## config.mk

```make
export PLATFORM = sky130hd
export DESIGN_NAME = stp_tx_path
export DESIGN_NICKNAME = d
export VERILOG_FILES = /design/src/hw/stp_pkg.sv /design/src/hw/stp_tx_path.sv
export VERILOG_INCLUDE_DIRS = /design/src /design/src/hw
export SDC_FILE = /design/constraint.sdc
export NUM_CORES = 1
export LEC_CHECK = 0
export BUFFER_PORTS_ARGS = -buffer_cell sky130_fd_sc_hd__buf_2
export CORE_MARGIN = 5
export CORE_UTILIZATION = 55
export DETAILED_ROUTE_END_ITERATION = 6
export GPL_TIMING_DRIVEN = 0
export MAX_ROUTING_LAYER = met4
export PLACE_DENSITY = 0.77
export SLEW_MARGIN = 5
export SYNTH_ARGS = -nofsm -noshare
export SYNTH_HDL_FRONTEND = slang
export SYNTH_SLANG_ARGS = --single-unit
```

## constraint.sdc

```tcl
create_clock -name clk -period 15.1 [get_ports clk]
set_clock_uncertainty 0.05 [all_clocks]
set_input_delay 0.755 -clock clk [delete_from_list [all_inputs] [get_ports clk]]
set_output_delay 0.755 -clock clk [all_outputs]
set_load 0.1 [all_outputs]
```

## src/hw/stp_params.svh

```systemverilog
`ifndef STP_PARAMS_SVH
`define STP_PARAMS_SVH
// ****************
// Register map
// ****************
`define STP_OFS_CTRL 4'h0
`define STP_OFS_STATUS 4'h4
`define STP_CTRL_RESET 8'h12
`define STP_CB_DOUBLE 0
`define STP_CB_ENC 1
`define STP_CB_XAUI 2
`define STP_CB_GEOFF 3
`define STP_CB_USED 4
`define STP_CB_REFLO 5
`define STP_CB_REFHI 6
`define STP_CB_RAW10 7
// ****************
// Timing and depth
// ****************
`define STP_FIFO_DEPTH 4
`define STP_LOCK_TOGGLES 5'h10
`define STP_LOSS_CYCLES 7'h40
`define STP_ALIGN_BASE 5'h10
`define STP_PRBS_SEED 7'h7f
// ****************
// Characters
// ****************
`define STP_K285 8'hbc
`define STP_K280 8'h1c
`define STP_K283 8'h7c
`define STP_K307 8'hfe
`define STP_D56 8'hc5
`define STP_D162 8'h50
`define STP_D215 8'hb5
`define STP_D22 8'h42
`define STP_XG_IDLE 8'h07
`define STP_XG_SEQ 8'h9c
`define STP_XG_START 8'hfb
`define STP_XG_TERM 8'hfd
`define STP_FILL_RAW 10'h2aa
`endif

```

## src/hw/stp_pkg.sv

```systemverilog
package stp_pkg;
  typedef enum logic [1:0] {
    STP_GE_PASS = 2'b01,
    STP_GE_COMMA = 2'b10
  } stp_ge_state_type;
endpackage : stp_pkg

```

## src/hw/stp_tx_path.sv

```systemverilog
// The placing of the registers and the AXI4-Lite interface to the registers were left to the implementer.
`timescale 1ns/1ps
// Overview of operation
// - Make bit tick, reference word tick, fabric tick halved in double mode.
// - One reference input chosen from dedicated pin, fabric or neighbour line.
// - Clock generator may be switched off when no channel is used.
// - Lock output shows the generator is locked to its reference.
// - Four-word phase compensation FIFO between fabric and link, never bypassed.
// - Double mode splits each 16/20-bit word into two 8/10-bit words.
// - Single mode skips the byte serializer, words pass straight through.
// - 8b/10b maps byte plus control flag; run length never above five.
// - Encoder can be bypassed, raw words then go to the serializer.
// - State machine runs Gigabit Ethernet or XAUI mode, one at a time.
// - Ethernet idles become I1 (K28.5-, D5.6) or I2 (K28.5+, D16.2-).
// - Idle choice leaves running disparity negative after every set.
// - Configuration sets pass unchanged, never produced by idle conversion.
// - Ethernet state machine has a static disable, even in Ethernet mode.
// - XAUI maps data, 07 idle, 9C, FB, FD, FE; others become K30.7.
// - XAUI idles K28.0/K28.5 picked by PRBS x^7+x^6+1.
// - XAUI inserts K28.3 after 16 to 31 idle code groups.
// - Serializer sends each 8 or 10-bit word least significant bit first.
`include "stp_params.svh"
module stp_tx_path
  import stp_pkg::*;
#(
  parameter int ADDR_W = 4
) (
  input wire logic clk,
  input wire logic resetn,
  input wire logic [ADDR_W-1:0] awaddr,
  input wire logic awvalid,
  output logic awready,
  input wire logic [31:0] wdata,
  input wire logic [3:0] wstrb,
  input wire logic wvalid,
  output logic wready,
  output logic [1:0] bresp,
  output logic bvalid,
  input wire logic bready,
  input wire logic [ADDR_W-1:0] araddr,
  input wire logic arvalid,
  output logic arready,
  output logic [31:0] rdata,
  output logic [1:0] rresp,
  output logic rvalid,
  input wire logic rready,
  input wire logic [19:0] txData,
  input wire logic [1:0] txCtrl,
  input wire logic txValid,
  output logic txReady,
  output logic fabricTick,
  output logic refWordTick,
  output logic serialBitTick,
  input wire logic dedicatedRefClockPin,
  input wire logic refFabric,
  input wire logic refInterXcvr,
  output logic pllLocked,
  output logic serialOut
);
  // ****************
  // 8b/10b encoder
  // ****************
  function automatic logic [10:0] enc10(input logic [7:0] d,
                                        input logic k,
                                        input logic rd);
    logic [5:0] s;
    logic [3:0] f;
    logic r;
    logic alt;
    logic [9:0] seq;
    logic [9:0] q;
    unique case (d[4:0])
      5'd0: s = 6'b100111;  5'd1: s = 6'b011101;
      5'd2: s = 6'b101101;  5'd3: s = 6'b110001;
      5'd4: s = 6'b110101;  5'd5: s = 6'b101001;
      5'd6: s = 6'b011001;  5'd7: s = 6'b111000;
      5'd8: s = 6'b111001;  5'd9: s = 6'b100101;
      5'd10: s = 6'b010101; 5'd11: s = 6'b110100;
      5'd12: s = 6'b001101; 5'd13: s = 6'b101100;
      5'd14: s = 6'b011100; 5'd15: s = 6'b010111;
      5'd16: s = 6'b011011; 5'd17: s = 6'b100011;
      5'd18: s = 6'b010011; 5'd19: s = 6'b110010;
      5'd20: s = 6'b001011; 5'd21: s = 6'b101010;
      5'd22: s = 6'b011010; 5'd23: s = 6'b111010;
      5'd24: s = 6'b110011; 5'd25: s = 6'b100110;
      5'd26: s = 6'b010110; 5'd27: s = 6'b110110;
      5'd28: s = k ? 6'b001111 : 6'b001110;
      5'd29: s = 6'b101110; 5'd30: s = 6'b011110;
      default: s = 6'b101011;
    endcase
    r = rd;
    if (s == 6'b111000) begin
      if (rd) s = 6'b000111;
    end else if ($countones(s) != 3) begin
      if (rd) s = ~s;
      r = ~rd;
    end
    alt = k || (!r && (d[4:0] == 5'd17 || d[4:0] == 5'd18 ||
                       d[4:0] == 5'd20)) ||
          (r && (d[4:0] == 5'd11 || d[4:0] == 5'd13 ||
                 d[4:0] == 5'd14));
    unique case (d[7:5])
      3'd0: f = 4'b1011; 3'd1: f = 4'b1001;
      3'd2: f = 4'b0101; 3'd3: f = 4'b1100;
      3'd4: f = 4'b1101; 3'd5: f = 4'b1010;
      3'd6: f = 4'b0110;
      default: f = alt ? 4'b0111 : 4'b1110;
    endcase
    if (f == 4'b1100) begin
      if (r) f = 4'b0011;
    end else if ($countones(f) != 2) begin
      if (r) f = ~f;
      r = ~r;
    end else if (k && d[4:0] == 5'd28 && !r) begin
      f = ~f;
    end
    seq = {s, f};
    for (int i = 0; i < 10; i++) q[i] = seq[9-i];
    return {r, q};
  endfunction : enc10

  // ****************
  // Configuration and reference lock
  // ****************
  logic [7:0] ctrl_reg;
  logic isDouble, encOn, isXaui, geOff, txUsed, raw10;
  logic [1:0] refSel;
  assign isDouble = ctrl_reg[`STP_CB_DOUBLE];
  assign encOn = ctrl_reg[`STP_CB_ENC];
  assign isXaui = ctrl_reg[`STP_CB_XAUI];
  assign geOff = ctrl_reg[`STP_CB_GEOFF];
  assign txUsed = ctrl_reg[`STP_CB_USED];
  assign refSel = ctrl_reg[`STP_CB_REFHI:`STP_CB_REFLO];
  assign raw10 = ctrl_reg[`STP_CB_RAW10];

  logic refIn, refPrev_reg, refToggle, run;
  logic [4:0] lockCnt_reg;
  logic [6:0] quietCnt_reg;
  logic [1:0] refSelPrev_reg;
  always_comb begin
    unique case (refSel)
      2'd0: refIn = dedicatedRefClockPin;
      2'd1: refIn = refFabric;
      default: refIn = refInterXcvr;
    endcase
  end
  assign refToggle = refIn != refPrev_reg;

  always_ff @(posedge clk or negedge resetn) begin
    if (!resetn) begin
      refPrev_reg <= 1'b0;
      refSelPrev_reg <= 2'h0;
      lockCnt_reg <= 5'h0;
      quietCnt_reg <= 7'h0;
      pllLocked <= 1'b0;
    end else begin
      refPrev_reg <= refIn;
      refSelPrev_reg <= refSel;
      // Switched off or reselected: lock is lost at once
      if (!txUsed || refSel != refSelPrev_reg) begin
        lockCnt_reg <= 5'h0;
        quietCnt_reg <= 7'h0;
        pllLocked <= 1'b0;
      end else if (refToggle) begin
        quietCnt_reg <= 7'h0;
        if (lockCnt_reg == `STP_LOCK_TOGGLES - 5'h1) pllLocked <= 1'b1;
        else lockCnt_reg <= lockCnt_reg + 5'h1;
      end else if (quietCnt_reg == `STP_LOSS_CYCLES - 7'h1) begin
        lockCnt_reg <= 5'h0;
        pllLocked <= 1'b0;
      end else begin
        quietCnt_reg <= quietCnt_reg + 7'h1;
      end
    end
  end
  assign run = txUsed && pllLocked;

  // ****************
  // Phase compensation FIFO
  // ****************
  logic [21:0] fifoMem [`STP_FIFO_DEPTH];
  logic [1:0] wrPtr_reg, rdPtr_reg;
  logic [2:0] level_reg;
  logic push, pop, empty, load;
  logic [21:0] head;
  // Fabric side relies on a frequency-locked clock, so no resync here
  assign txReady = level_reg != 3'(`STP_FIFO_DEPTH);
  assign push = txValid && txReady;
  assign empty = level_reg == 3'h0;
  assign head = fifoMem[rdPtr_reg];

  always_ff @(posedge clk) begin
    if (push) fifoMem[wrPtr_reg] <= {txCtrl, txData};
  end
  always_ff @(posedge clk or negedge resetn) begin
    if (!resetn) begin
      wrPtr_reg <= 2'h0;
      rdPtr_reg <= 2'h0;
      level_reg <= 3'h0;
    end else begin
      if (push) wrPtr_reg <= wrPtr_reg + 2'h1;
      if (pop) rdPtr_reg <= rdPtr_reg + 2'h1;
      level_reg <= level_reg + 3'(push) - 3'(pop);
    end
  end

  // ****************
  // Byte serializer
  // ****************
  logic upper_reg;
  logic [9:0] half;
  logic halfK;
  logic [7:0] underflow_reg;
  assign half = upper_reg ? head[19:10] : head[9:0];
  assign halfK = upper_reg ? head[21] : head[20];
  // Single mode pops every word; double mode only in the load of the upper half
  assign pop = load && !empty && (!isDouble || upper_reg);
  assign fabricTick = pop;
  always_ff @(posedge clk or negedge resetn) begin
    if (!resetn) begin
      upper_reg <= 1'b0;
      underflow_reg <= 8'h0;
    end else begin
      if (!isDouble) upper_reg <= 1'b0;
      else if (load && !empty) upper_reg <= !upper_reg;
      if (load && empty && underflow_reg != 8'hff)
        underflow_reg <= underflow_reg + 8'h1;
    end
  end

  // ****************
  // Transmit state machine
  // ****************
  stp_ge_state_type geState_reg, geState_next;
  logic [6:0] prbs_reg;
  logic [4:0] alignCnt_reg;
  logic [7:0] inByte, smByte;
  logic inK, smK, xIdle, rd_reg;
  assign inByte = empty ? (isXaui ? `STP_XG_IDLE : `STP_K285) : half[7:0];
  assign inK = empty ? 1'b1 : halfK;
  assign xIdle = isXaui && inK && inByte == `STP_XG_IDLE;

  always_comb begin
    smByte = inByte;
    smK = inK;
    geState_next = geState_reg;
    if (isXaui) begin
      if (inK) begin
        unique case (inByte)
          `STP_XG_IDLE: smByte = alignCnt_reg == 5'h0 ? `STP_K283 :
                                 (prbs_reg[0] ? `STP_K285 : `STP_K280);
          `STP_XG_SEQ, `STP_XG_START, `STP_XG_TERM, `STP_K307: ;
          default: smByte = `STP_K307;
        endcase
      end
    end else if (!geOff) begin
      unique case (geState_reg)
        STP_GE_PASS: begin
          if (inK && inByte == `STP_K285) geState_next = STP_GE_COMMA;
        end
        STP_GE_COMMA: begin
          if (!(inK && inByte == `STP_K285)) geState_next = STP_GE_PASS;
          // Only data other than a configuration set is an idle
          if (!inK && inByte != `STP_D215 && inByte != `STP_D22)
            smByte = rd_reg ? `STP_D162 : `STP_D56;
        end
      endcase
    end
  end

  always_ff @(posedge clk or negedge resetn) begin
    if (!resetn) begin
      geState_reg <= STP_GE_PASS;
      prbs_reg <= `STP_PRBS_SEED;
      alignCnt_reg <= `STP_ALIGN_BASE;
    end else if (load) begin
      geState_reg <= (isXaui || geOff) ? STP_GE_PASS : geState_next;
      if (xIdle) begin
        prbs_reg <= {prbs_reg[5:0], prbs_reg[6] ^ prbs_reg[5]};
        if (alignCnt_reg == 5'h0)
          alignCnt_reg <= `STP_ALIGN_BASE | {1'b0, prbs_reg[3:0]};
        else alignCnt_reg <= alignCnt_reg - 5'h1;
      end
    end
  end

  // ****************
  // Encoder and serializer
  // ****************
  logic [10:0] encOut;
  logic [9:0] word;
  logic [9:0] shift_reg;
  logic [3:0] bitCnt_reg;
  logic wide;
  assign encOut = enc10(smByte, smK, rd_reg);
  assign wide = encOn || raw10;
  always_comb begin
    if (encOn) word = encOut[9:0];
    else if (empty) word = `STP_FILL_RAW;
    else word = raw10 ? half : {2'b00, half[7:0]};
  end
  assign load = run && bitCnt_reg == 4'h0;
  assign refWordTick = load;
  assign serialBitTick = run;
  assign serialOut = shift_reg[0];

  always_ff @(posedge clk or negedge resetn) begin
    if (!resetn) begin
      shift_reg <= 10'h0;
      bitCnt_reg <= 4'h0;
      rd_reg <= 1'b0;
    end else if (load) begin
      shift_reg <= word;
      bitCnt_reg <= wide ? 4'h9 : 4'h7;
      if (encOn) rd_reg <= encOut[10];
    end else if (run) begin
      shift_reg <= {1'b0, shift_reg[9:1]};
      bitCnt_reg <= bitCnt_reg - 4'h1;
    end
  end

  // ****************
  // AXI4-Lite slave
  // ****************
  logic awHeld_reg, wHeld_reg;
  logic [ADDR_W-1:0] awAddr_reg;
  logic [31:0] wData_reg;
  logic wLane0_reg;
  assign awready = !awHeld_reg;
  assign wready = !wHeld_reg;
  assign arready = !rvalid;

  always_ff @(posedge clk or negedge resetn) begin
    if (!resetn) begin
      awHeld_reg <= 1'b0;
      wHeld_reg <= 1'b0;
      awAddr_reg <= '0;
      wData_reg <= 32'h0;
      wLane0_reg <= 1'b0;
      bvalid <= 1'b0;
      bresp <= 2'h0;
      ctrl_reg <= `STP_CTRL_RESET;
    end else begin
      if (awvalid && awready) begin
        awHeld_reg <= 1'b1;
        awAddr_reg <= awaddr;
      end
      if (wvalid && wready) begin
        wHeld_reg <= 1'b1;
        wData_reg <= wdata;
        wLane0_reg <= wstrb[0];
      end
      if (bvalid && bready) bvalid <= 1'b0;
      if (awHeld_reg && wHeld_reg && !bvalid) begin
        awHeld_reg <= 1'b0;
        wHeld_reg <= 1'b0;
        bvalid <= 1'b1;
        bresp <= 2'h0;
        if (awAddr_reg == `STP_OFS_CTRL) begin
          if (wLane0_reg) ctrl_reg <= wData_reg[7:0];
        end else if (awAddr_reg != `STP_OFS_STATUS) begin
          bresp <= 2'h2;
        end
      end
    end
  end

  always_ff @(posedge clk or negedge resetn) begin
    if (!resetn) begin
      rvalid <= 1'b0;
      rdata <= 32'h0;
      rresp <= 2'h0;
    end else if (arvalid && arready) begin
      rvalid <= 1'b1;
      rresp <= 2'h0;
      if (araddr == `STP_OFS_CTRL) rdata <= {24'h0, ctrl_reg};
      else if (araddr == `STP_OFS_STATUS)
        rdata <= {16'h0, underflow_reg, 2'h0,
                  geState_reg == STP_GE_COMMA, rd_reg, level_reg, pllLocked};
      else begin
        rdata <= 32'h0;
        rresp <= 2'h2;
      end
    end else if (rvalid && rready) begin
      rvalid <= 1'b0;
    end
  end

  // ****************
  // Checks
  // ****************
  logic [2:0] runLen_reg;
  logic lastBit_reg;
  logic [5:0] idleGap_reg;
  logic seenAlign_reg;
  always_ff @(posedge clk or negedge resetn) begin
    if (!resetn) begin
      runLen_reg <= 3'h0;
      lastBit_reg <= 1'b0;
      idleGap_reg <= 6'h0;
      seenAlign_reg <= 1'b0;
    end else begin
      if (run) begin
        lastBit_reg <= serialOut;
        runLen_reg <= (serialOut == lastBit_reg && runLen_reg != 3'h7) ?
                      runLen_reg + 3'h1 : 3'h1;
      end else runLen_reg <= 3'h0;
      if (load && xIdle) begin
        if (smByte == `STP_K283) begin
          idleGap_reg <= 6'h0;
          seenAlign_reg <= 1'b1;
        end else if (idleGap_reg != 6'h3f) idleGap_reg <= idleGap_reg + 6'h1;
      end
    end
  end
endmodule : stp_tx_path

```

==> results of run 1 <==
[layout make-up]
cell class                 instances  share of cell area
antenna                            1           0.0002217
buffer                            53             0.02738
clock buffer                      19             0.03836
sequential                       192              0.4660
tap                              229             0.02539
clock inverter                    12             0.01408
timing repair buffer              78             0.03681
inverter                          37             0.01253
multi-input combinational        593              0.3793
[critical path: cells and delay by family (launching register included)]
kind | cells | cell delay, ns
AND/OR/NAND/NOR | 9 | 2.41
flip-flops | 1 | 0.45
XOR/XNOR | 1 | 0.26
AO/OA/AOI/OAI | 9 | 2.82
buffers and inverters | 7 | 1.39
adder cells (fa/ha/maj) | 7 | 2.49
[how the worst max path moves through the flow]
stage                                     endpoint  depth (start not counted)
final                     shift_reg[7]$_DFFE_PN0P_                         33
after floorplan           shift_reg[7]$_DFFE_PN0P_                         37
after CTS                 shift_reg[7]$_DFFE_PN0P_                         36
after detailed placement  shift_reg[7]$_DFFE_PN0P_                         36
after global placement    shift_reg[7]$_DFFE_PN0P_                         36
after global routing      shift_reg[7]$_DFFE_PN0P_                         33
[cells by family after synthesis]
| kind of cell | after synthesis | share of synthesized area |
|---|---|---|
| AO/OA/AOI/OAI | 176 | 0.1312 |
| XOR/XNOR | 28 | 0.02546 |
| adder cells (fa/ha/maj) | 33 | 0.04513 |
| buffers and inverters | 90 | 0.04538 |
| flip-flops | 192 | 0.5298 |
| multiplexers | 79 | 0.09580 |
| other | 1 | 0.0003778 |
| AND/OR/NAND/NOR | 259 | 0.1268 |
[metal layers]
metal | up-vias | track usage | share of wire
li1 | 3363 | - | -
met1 | 3473 | 0.2998 | 0.43
met2 | 263 | 0.3565 | 0.48
met3 | 29 | 0.04365 | 0.068
met4 | 0 | 0.05744 | 0.016
met5 | - | - | 0
[power breakdown]
part	internal, mW	switching (mW)
clock	0.262	0.191
sequential	0.646	0.0473
combinational	0.481	0.833
[cell usage in the layout, fill, tap and decap left out, types with 4 or more instances in the layout]
cell type  instances
dfstp_2           11
dfrtp_1           93
clkbuf_1          26
o31ai_1            8
nor2_1            65
o21a_1             4
fa_1               5
xnor2_1           18
a31oi_1            9
nor3_1            19
a211oi_1           5
mux4_2            10
nand2_1           86
a22o_1            11
clkbuf_16         17
o221ai_1           5
edfxtp_1          88
o21ai_0           28
nand3_1           15
a311oi_1           4
and2_1             7
mux2_2            25
buf_4             20
mux2i_1           43
a21o_1             6
nand4_1            8
buf_2             83
and3_1            11
o21ai_1            5
nand2b_1           5
a21oi_1           31
a22oi_1           12
xor2_1             9
nor2b_1           10
or2_2              4
conb_1            18
ha_1              27
or3_1              8
inv_1             33
[stage by stage]
step | std cells | area (sq um) | util
after global routing | 1214 | 11290 | 0.6326
after global placement | 1181 | 10660 | 0.5976
after detailed placement | 1182 | 10690 | 0.5993
after floorplan | 875 | 9990 | -
final | 1214 | 11290 | 0.6326
after CTS | 1213 | 11280 | 0.6324
==> impl_results.md, run 1 <==
* Skew-Pair Late Insertion Delay at 0.42 ns
* Post-synthesis cell count at 858
* Syn avg cell area at 11.57 sq um
* Crit path launch: level_reg[2]$_DFF_PN0_
* Syn-to-layout area delta at 13.70%
* Vias in the first global route at 7,017
* Drt drc at 0
* TNS Setup at 0 ns
* Final ANT Viol Nets at 0
* Initial DRC count at 722
* Total power at 2.460 mW
* Setup Buffers After CTS at 0
* Via count at 7,128
* CP max stage delay at 0.81 ns
* Die Wd at 144.3 microns
* Net count, final at 1,081
* Count leader, synth: dfrtp_1
* Total CTS buffers at 17
* Peak supply drop at 0.0001695 V
* CTS root buffer: clkbuf_16
* HP Class: input pin to asynchronous set/reset pin
* Detailed Routing Iterations Pass 1 at 5
* Cell taking the most area after synthesis: edfxtp_1
* RR Startpoint: level_reg[2]$_DFF_PN0_
* CTS max path bufs at 2
* FP Rows at 49
* Layout fillers at 1,335
* Dpl ws at 5.250 ns
* Ports at 124
* Register area share after synthesis at 0.5298
* Post_cts resized at 0
* Pleak at 4.709 nW
* Final setup vio count at 0
* Yosys warns at 0
* Die ar. at 20,830 sq um
* Final Slew Violations at 0
* Avg WL per Cell at 17.81 microns
* Final Hold Viols at 0
* H-tree depth at 4
* Largest cells by area after synthesis: edfxtp_1, dfrtp_1, mux2i_1, ha_1, nand2_1
* R2R setup slack at 5.07 ns
* Critical path arrival at 10.27 ns
* Synth Register Bits at 192
* Clock transition at path regs at 0.07 ns
* Post-synth EDFFs at 88
* Multi-input logic area at 4280 sq um
* Max FFs per register at 88
* Most frequent cells after synthesis: dfrtp_1, edfxtp_1, nand2_1, nor2_1, mux2i_1
* Layout cells sized above 1 at 0.2114
* Worst r2r dst: shift_reg[7]$_DFFE_PN0P_
* WS Path Type: flip-flop to flip-flop
* Routability cong. at 0.9309
* WP data required at 15.34 ns
* Setup slack after layout at 5.072 ns
* Dpl hpwl at 15,170 microns
* Setup crit end kind: flip-flop
* CP startpoint kind: flip-flop
* Core area at 17,840 sq um
* Hold WS at 0.2343 ns
* Synth Cell Area at 9926 sq um
* Post-Route WL at 21,620 microns
* Yosys cell types at 89
* Period minus WS final at 10.03 ns
* Initial Util at 0.5564
* R2R depth at 33
* Register area at 5259 sq um
* Largest net degree at the start of global routing at 72
* Critical path's slowest cell: nor3_1
* CTS tree: done
* Final Cycle Share at 0.6641
* Outcome: complete, no violations
* Port Buf Inserts at 77
* Total track usage at 0.2242
* Clock Sink Count at 192
* # hold bufs at CTS at 0
* Top cell type's share of synthesized area at 0.2662
* Max cap viols at 0
* Max_slew headroom at 0.1937
* Initial antenna violation count at 1
* Number of vias per cell at 5.871
* Die Ht at 144.3 microns
* Total gr overflow at 0
* Crit-path max FO at 12
* First-pass GRT wire length at 35,580 microns
* Worst Tran Pin Value at 1.209 ns
* RSZ-0062 raised after global routing: no
* Ys async rst share at 0.5417
* Dominant synthesized flop cell: dfrtp_1
* Pwr dens at 218.0 nW/um^2
* FMAX at 99.72 MHz
No activity file was read; power rests on OpenSTA's default activity.
==> run 2: changes to the inputs <==
--- a/config.mk
+++ b/config.mk
@@ -8,11 +8,11 @@
 export LEC_CHECK = 0
 export BUFFER_PORTS_ARGS = -buffer_cell sky130_fd_sc_hd__buf_2
 export CORE_MARGIN = 5
-export CORE_UTILIZATION = 55
+export CORE_UTILIZATION = 53
 export DETAILED_ROUTE_END_ITERATION = 6
 export GPL_TIMING_DRIVEN = 0
 export MAX_ROUTING_LAYER = met4
-export PLACE_DENSITY = 0.77
+export PLACE_DENSITY = 0.78
 export SLEW_MARGIN = 5
 export SYNTH_ARGS = -nofsm -noshare
 export SYNTH_HDL_FRONTEND = slang
==> constraint.sdc (replaced) <==
create_clock -name clk -period 8.7 [get_ports clk]
set_clock_uncertainty 0.05 [all_clocks]
set_input_delay 0.435 -clock clk [delete_from_list [all_inputs] [get_ports clk]]
set_output_delay 0.435 -clock clk [all_outputs]
set_load 0.1 [all_outputs]
==> run 2 against run 1 <==
  * Sequential share of layout area is 2.3 points lower
  * Final cell count is 3.6% higher
  * Critical path type unchanged
  * Die area is 3.5% higher
  * Count of clock-buffer cells in the layout is 2 lower
  * Largest cell class unchanged
  * Fmax is 19% higher
  * Highest routed layer unchanged
  * Register-to-register slack worse by 4.8 ns
==> impl_results.md, run 2 (synthesis results as in run 1) <==
* Pleak at 4.950 nW (+5.1%)
* Port Buf Inserts at 77 (unchanged)
* First-pass GRT wire length at 36,790 microns (+3.4%)
* Initial Util at 0.5342 (-0.02214)
* Total power at 4.965 mW (+100%)
* Skew-Pair Late Insertion Delay at 0.43 ns (about the same)
* Combinational power share at 0.602 (+0.068)
* Clk pwr share at 0.153 (-0.031)
* Die Ht at 146.9 microns (+1.7%)
* Die ar. at 21,560 sq um (+3.5%)
* Psw at 2.115 mW (+97%)
* Ports at 124 (unchanged)
* Final Cycle Share at 0.9685 (+0.3043)
* WP data required at 8.97 ns (-6.37 ns)
* Initial DRC count at 664 (-8.0%)
* FP Rows at 50 (+2.0%)
* R2R depth at 35 (+6.1%)
* Switching Share at 0.4259 (-0.009548)
* WS Path Type: flip-flop to flip-flop
* Most common cell on crit path: fa_1
* Core area at 18,580 sq um (+4.1%)
* Pwr dens at 418.0 nW/um^2 (+92%)
* Outcome: complete, no violations
* Power share of the sequential group at 0.245 (-0.037)
* HP Class: input pin to asynchronous set/reset pin
* CP max stage delay at 0.73 ns (-0.08 ns)
* Max cap viols at 0 (unchanged)
* Die Wd at 146.9 microns (+1.7%)
* Worst Tran Pin Value at 1.224 ns (+0.01498 ns)
* Crit-path max FO at 10 (-2)
* Detailed Routing Iterations Pass 1 at 5 (unchanged)
* Drt drc at 0 (unchanged)
* Peak supply drop at 0.0003616 V (+110%)
* Critical path arrival at 8.69 ns (-1.58 ns)
* Critical path's slowest cell: a221oi_2
* Avg WL per Cell at 18.42 microns (+3.4%)
* Net count, final at 1,119 (+3.5%)
* CTS root buffer: clkbuf_16
* Final setup vio count at 0 (unchanged)
* Commonest non-fill, non-tap cell in the layout: dfrtp_1
* Clock transition at path regs at 0.07 ns (about the same)
* Post-Route WL at 23,170 microns (+7.2%)
* TNS Setup at 0 ns (unchanged)
* Syn-to-layout area delta at 19.68%
* Int Pwr at 2.851 mW (+110%)
* Max FFs per register at 88 (unchanged)
* Period minus WS final at 8.426 ns (-1.603 ns)
* Dpl hpwl at 15,640 microns (+3.1%)
* Vias in the first global route at 7,212 (+2.8%)
* CTS tree: done
* H-tree depth at 4 (unchanged)
* Setup crit end kind: flip-flop
* Via count at 7,440 (+4.4%)
* Routability cong. at 0.9417 (+1.2%)
* FMAX at 118.7 MHz (+19%)
* Non-Filler Instances at 1,258 (+3.6%)
* CTS max path bufs at 2 (unchanged)
* Commonest non-fill, non-tap cells in the layout: dfrtp_1, edfxtp_1, nand2_1
* Total CTS buffers at 17 (unchanged)
* Final Slew Violations at 0 (unchanged)
* Total track usage at 0.2178 (-0.006408)
* Number of vias per cell at 5.914 (+0.73%)
* Max_slew headroom at 0.1837 (-0.009987)
* Layout cells sized above 1 at 0.2884 (+0.07699)
* Final ANT Viol Nets at 0 (unchanged)
* Initial antenna violation count at 1 (unchanged)
* Total gr overflow at 0 (unchanged)
* Clock Sink Count at 192 (unchanged)
* CP startpoint kind: flip-flop
* Placed cell count at 1,187 (+0.42%)
* Largest net degree at the start of global routing at 60 (-17%)
* Final Hold Viols at 0 (unchanged)
-- run 2: cell types whose count changed in the layout (fill, tap and decap cells not counted), moves of 4 or more --
cell / delta
dfrtp_2: +4
a21oi_1: -4
a21oi_2: +4
dfrtp_1: -4
clkbuf_1: -8
buf_2: -4
clkinvlp_4: +5
buf_4: +43
-- run 2: through the flow --
step | utilization | hold slack [ns] | setup slack, ns | cell area, sq um
2_1_floorplan | - | 0.08941 | 0.1461 | 9990
3_3_place_gp | 0.5741 | 0.3930 | -0.9929 | 10670
3_5_place_dp | 0.5758 | 0.3988 | -1.101 | 10700
4_1_cts | 0.6213 | 0.04338 | 0.01558 | 11540
5_1_grt | 0.6393 | 0.08606 | -0.1177 | 11880
6_report | 0.6393 | 0.02202 | 0.2743 | 11880
-- run 2: cell type report --
| class | instances | area [sq um] |
|---|---|---|
| well taps | 234 | 292.8 |
| multi-input cells | 593 | 4516 |
| fillers | 1365 | 6701 |
| flip-flops and latches | 192 | 5264 |
| inverters | 37 | 145.1 |
| clock inverters | 15 | 158.9 |
| diodes | 1 | 2.502 |
| plain buffers | 48 | 319.1 |
| repair buffers | 121 | 755.7 |
| clock buffers | 17 | 425.4 |
-- run 2: routing by layer --
| metal | share of wire | wire (microns) | GRT usage |
|---|---|---|---|
| met5 | 0 | 0 | - |
| met4 | 0.021 | 478 | 0.06444 |
| met3 | 0.062 | 1444 | 0.04226 |
| met2 | 0.49 | 11300 | 0.3464 |
| met1 | 0.43 | 9953 | 0.2870 |
-- run 2: worst paths after layout --
check                                         start                          end  slack [ns]
setup / recovery           rdPtr_reg[0]$_DFFE_PN0P_     shift_reg[8]$_DFFE_PN0P_        0.27
hold / removal                               resetn  quietCnt_reg[3]$_DFFE_PN0P_        0.02
setup reg to reg           rdPtr_reg[0]$_DFFE_PN0P_     shift_reg[8]$_DFFE_PN0P_        0.27
hold reg to reg             prbs_reg[4]$_DFFE_PN1P_      prbs_reg[5]$_DFFE_PN1P_        0.41
max in group asynchronous                    resetn      prbs_reg[2]$_DFFE_PN1P_        7.82
min in group clk                             bready           bvalid$_DFFE_PN0P_        0.13
-- run 2: repair_timing --
action | in CTS | in global routing
endpoints found under the setup margin | 5 | 5
cloned | 0 | 1
gates resized for setup | 38 | 37
hold buffers | 0 | 0
buffers inserted | 18 | 24
pin swaps | 6 | 24
-- run 2: power groups by stage --
stage / clock [mW] / sequential [mW] / combinational (mW)
after floorplan: 0 / 1.24 / 1.74
after global placement: 0 / 1.21 / 2.15
after detailed placement: 0 / 1.22 / 2.24
after CTS: 0.769 / 1.21 / 2.66
after global routing: 0.815 / 1.23 / 3.30
final: 0.760 / 1.22 / 2.99
-- run 2: critical path: cells and delay by family (launching register included) --
| kind | cells | cell delay, ns |
|---|---|---|
| AOI/OAI and AO/OA | 9 | 2.20 |
| and+or+nand+nor | 5 | 1.20 |
| muxes | 2 | 0.33 |
| adders and majority gates | 8 | 2.74 |
| DFF | 1 | 0.37 |
| xor gates and xnor gates | 2 | 0.36 |
| buffers and inverters | 9 | 1.02 |
==> run 3: changes to the inputs <==
--- a/config.mk
+++ b/config.mk
@@ -7,12 +7,15 @@
 export NUM_CORES = 1
 export LEC_CHECK = 0
 export BUFFER_PORTS_ARGS = -buffer_cell sky130_fd_sc_hd__buf_2
+export CELL_PAD_IN_SITES_DETAIL_PLACEMENT = 1
+export CELL_PAD_IN_SITES_GLOBAL_PLACEMENT = 2
 export CORE_MARGIN = 5
-export CORE_UTILIZATION = 53
+export CORE_UTILIZATION = 35
 export DETAILED_ROUTE_END_ITERATION = 6
+export GPL_ROUTABILITY_DRIVEN = 0
 export GPL_TIMING_DRIVEN = 0
 export MAX_ROUTING_LAYER = met4
-export PLACE_DENSITY = 0.78
+export PLACE_DENSITY = 0.77
 export SLEW_MARGIN = 5
 export SYNTH_ARGS = -nofsm -noshare
 export SYNTH_HDL_FRONTEND = slang
==> run 3 against run 2 <==
  * Hold slack improved by 0.095 ns
  * Global-route usage shrank 4.6 points
  * Count of clock-buffer cells in the layout grew 1
  * Fmax fell by 1.4%
  * First-iteration DRC count fell by 44%
  * Combinational power rose by 9.0%
  * Clock power up 9.6%
  * Critical path type unchanged
==> impl_results.md, run 3 (synthesis results as in run 1) <==
* Layout cells sized above 1 at 0.3129 (+0.02449)
* WP data required at 8.97 ns (about the same)
* Final ANT Viol Nets at 0 (unchanged)
* Worst hold stages at 2
* CTS max path bufs at 2 (unchanged)
* Final setup vio count at 0 (unchanged)
* Detailed Routing Iterations Pass 1 at 4 (-1)
* Syn-to-layout area delta at 25.31%
* Die ar. at 31,830 sq um (+48%)
* FMAX at 117.0 MHz (-1.4%)
* Port Buf Inserts at 77 (unchanged)
* Commonest non-fill, non-tap cell in the layout: dfrtp_1
* Max FFs per register at 88 (unchanged)
* Critical path's slowest cell: fa_1
* Die Wd at 178.4 microns (+21%)
* RSZ-0062 raised after global routing: yes
* Critical path arrival at 8.82 ns (+0.13 ns)
* Drt drc at 0 (unchanged)
* CP max stage delay at 0.50 ns (-0.23 ns)
* FP Rows at 61 (+22%)
* Hold wc startpoint: bready
* Avg WL per Cell at 18.56 microns (+0.75%)
* Number of vias per cell at 5.132 (-13%)
* Layout fillers at 2,979 (+120%)
* Max_slew headroom at 0.1708 (-0.01291)
* Vias in the first global route at 7,773 (+7.8%)
* First-pass GRT wire length at 41,730 microns (+13%)
* Period minus WS final at 8.548 ns (+0.1218 ns)
* Setup slack after layout at 0.1525 ns (-0.1218 ns)
* Crit-path max FO at 8 (-2)
* Non-Filler Instances at 1,422 (+13%)
* WS Path Type: flip-flop to flip-flop
* Die Ht at 178.4 microns (+21%)
* CTS root buffer: clkbuf_16
* Final Slew Violations at 0 (unchanged)
* Worst min-delay path endpoint: bvalid$_DFFE_PN0P_
* Max cap viols at 0 (unchanged)
* H-tree depth at 4 (unchanged)
* R2R setup slack at 0.15 ns (-0.12 ns)
* Total power at 5.299 mW (+6.7%)
* DP Area at 10,880 sq um (+1.7%)
* Initial Util at 0.3563 (-0.1779)
* Dpl hpwl at 18,210 microns (+16%)
* Initial antenna violation count at 2 (+1)
* HP Class: input pin to flip-flop
* Dpl ws at -1.464 ns (-0.3636 ns)
* Peak supply drop at 0.0003537 V (-2.2%)
* Setup crit end kind: flip-flop
* Largest net degree at the start of global routing at 67 (+12%)
* Clock Sink Count at 192 (unchanged)
* Most common cell on crit path: fa_1
* CTS tree: done
* Commonest non-fill, non-tap cells in the layout: dfrtp_1, edfxtp_1, nand2_1
* Final Hold Viols at 0 (unchanged)
* Total gr overflow at 0 (unchanged)
* Worst r2r dst: shift_reg[9]$_DFFE_PN0P_
* CP startpoint kind: flip-flop
* Pwr dens at 426.0 nW/um^2 (+1.9%)
* Post-route cell area at 12,440 sq um (+4.7%)
* Skew-Pair Late Insertion Delay at 0.44 ns (about the same)
* Clock transition at path regs at 0.07 ns (about the same)
* Net count, final at 1,138 (+1.7%)
* Post-Route WL at 26,390 microns (+14%)
* Outcome: complete, no violations
* Worst Tran Pin Value at 1.244 ns (+0.01937 ns)
* Total track usage at 0.1714 (-0.04636)
* Ports at 124 (unchanged)
* Initial DRC count at 373 (-44%)
* Via count at 7,298 (-1.9%)
* Final Cycle Share at 0.9825 (+0.01400)
* Placed cell count at 1,331 (+12%)
* Pleak at 5.124 nW (+3.5%)
* Total CTS buffers at 17 (unchanged)
* R2R depth at 39 (+11%)
* Core area at 27,860 sq um (+50%)
* RR Startpoint: rdPtr_reg[0]$_DFFE_PN0P_
-- run 3: cell count changes in the layout (fill, tap and decap cells not counted), moves of 4 or more --
cell,before,now
buf_4,63,72
buf_6,4,9
clkinvlp_4,5,1
inv_8,2,6
-- run 3: power by group --
part	internal (mW)	total, mW	leakage [nW]	switching (mW)
registers	1.12	1.21	2.15	0.0900
clock network	0.446	0.833	0.305	0.387
logic	1.46	3.26	2.67	1.80
-- run 3: worst max-delay path: cells and delay by family (launching register included) --
family | cells | cell delay [ns]
AOI/OAI and AO/OA | 8 | 1.28
xor gates and xnor gates | 1 | 0.24
adders and majority gates | 7 | 2.36
buffers and inverters | 10 | 1.07
DFF | 1 | 0.36
muxes | 3 | 0.71
and+or+nand+nor | 10 | 2.34
-- run 3: area by class of cell --
class,instances,area (sq um),area share
antenna,2,5.005,0.0004024
buffer,48,361.6,0.02907
clock buffer,18,429.2,0.03450
clock inverter,14,201.4,0.01620
inverter,37,142.6,0.01147
multi-input combinational,593,4641,0.3731
sequential,192,5260,0.4229
tap,378,473.0,0.03802
timing repair buffer,140,924.6,0.07434
-- run 3: how the worst max path moves through the flow --
| stage | startpoint | cells after the start | slack (ns) | endpoint |
|---|---|---|---|---|
| final | rdPtr_reg[0]$_DFFE_PN0P_ | 39 | 0.15 | shift_reg[9]$_DFFE_PN0P_ |
| after global placement | level_reg[2]$_DFF_PN0_ | 33 | -1.43 | shift_reg[7]$_DFFE_PN0P_ |
| after global routing | rdPtr_reg[0]$_DFFE_PN0P_ | 39 | -0.26 | shift_reg[9]$_DFFE_PN0P_ |
| after detailed placement | level_reg[2]$_DFF_PN0_ | 33 | -1.46 | shift_reg[7]$_DFFE_PN0P_ |
| after CTS | rdPtr_reg[0]$_DFFE_PN0P_ | 38 | 0.005 | shift_reg[6]$_DFFE_PN0P_ |
| after floorplan | rdPtr_reg[0]$_DFFE_PN0P_ | 37 | 0.15 | shift_reg[7]$_DFFE_PN0P_ |
-- run 3: metrics by stage --
stage                       util  hold WS [ns]  setup TNS (ns)
after floorplan                -       0.08941               0
after global placement    0.3894        0.3938          -6.482
after detailed placement  0.3906        0.3235          -6.559
after CTS                 0.4248       0.09491               0
after global routing      0.4465        0.1056          -1.158
final                     0.4465        0.1166               0
-- run 3: timing repair --
item	4_1_cts	5_1_grt
buffers inserted	15	46
hold buffers	1	0
gates resized for setup	52	64
pin swaps	8	45
endpoints found under the hold margin	37	0
endpoints found under the setup margin	5	5
gates cloned	0	1
-- run 3: metal layers --
metal	vias to the layer above	GRT usage	wire length, microns
li1	3471	-	-
met1	3686	0.2202	12250
met2	126	0.2805	12960
met3	15	0.03455	892
met4	0	0.04189	280
met5	-	-	0
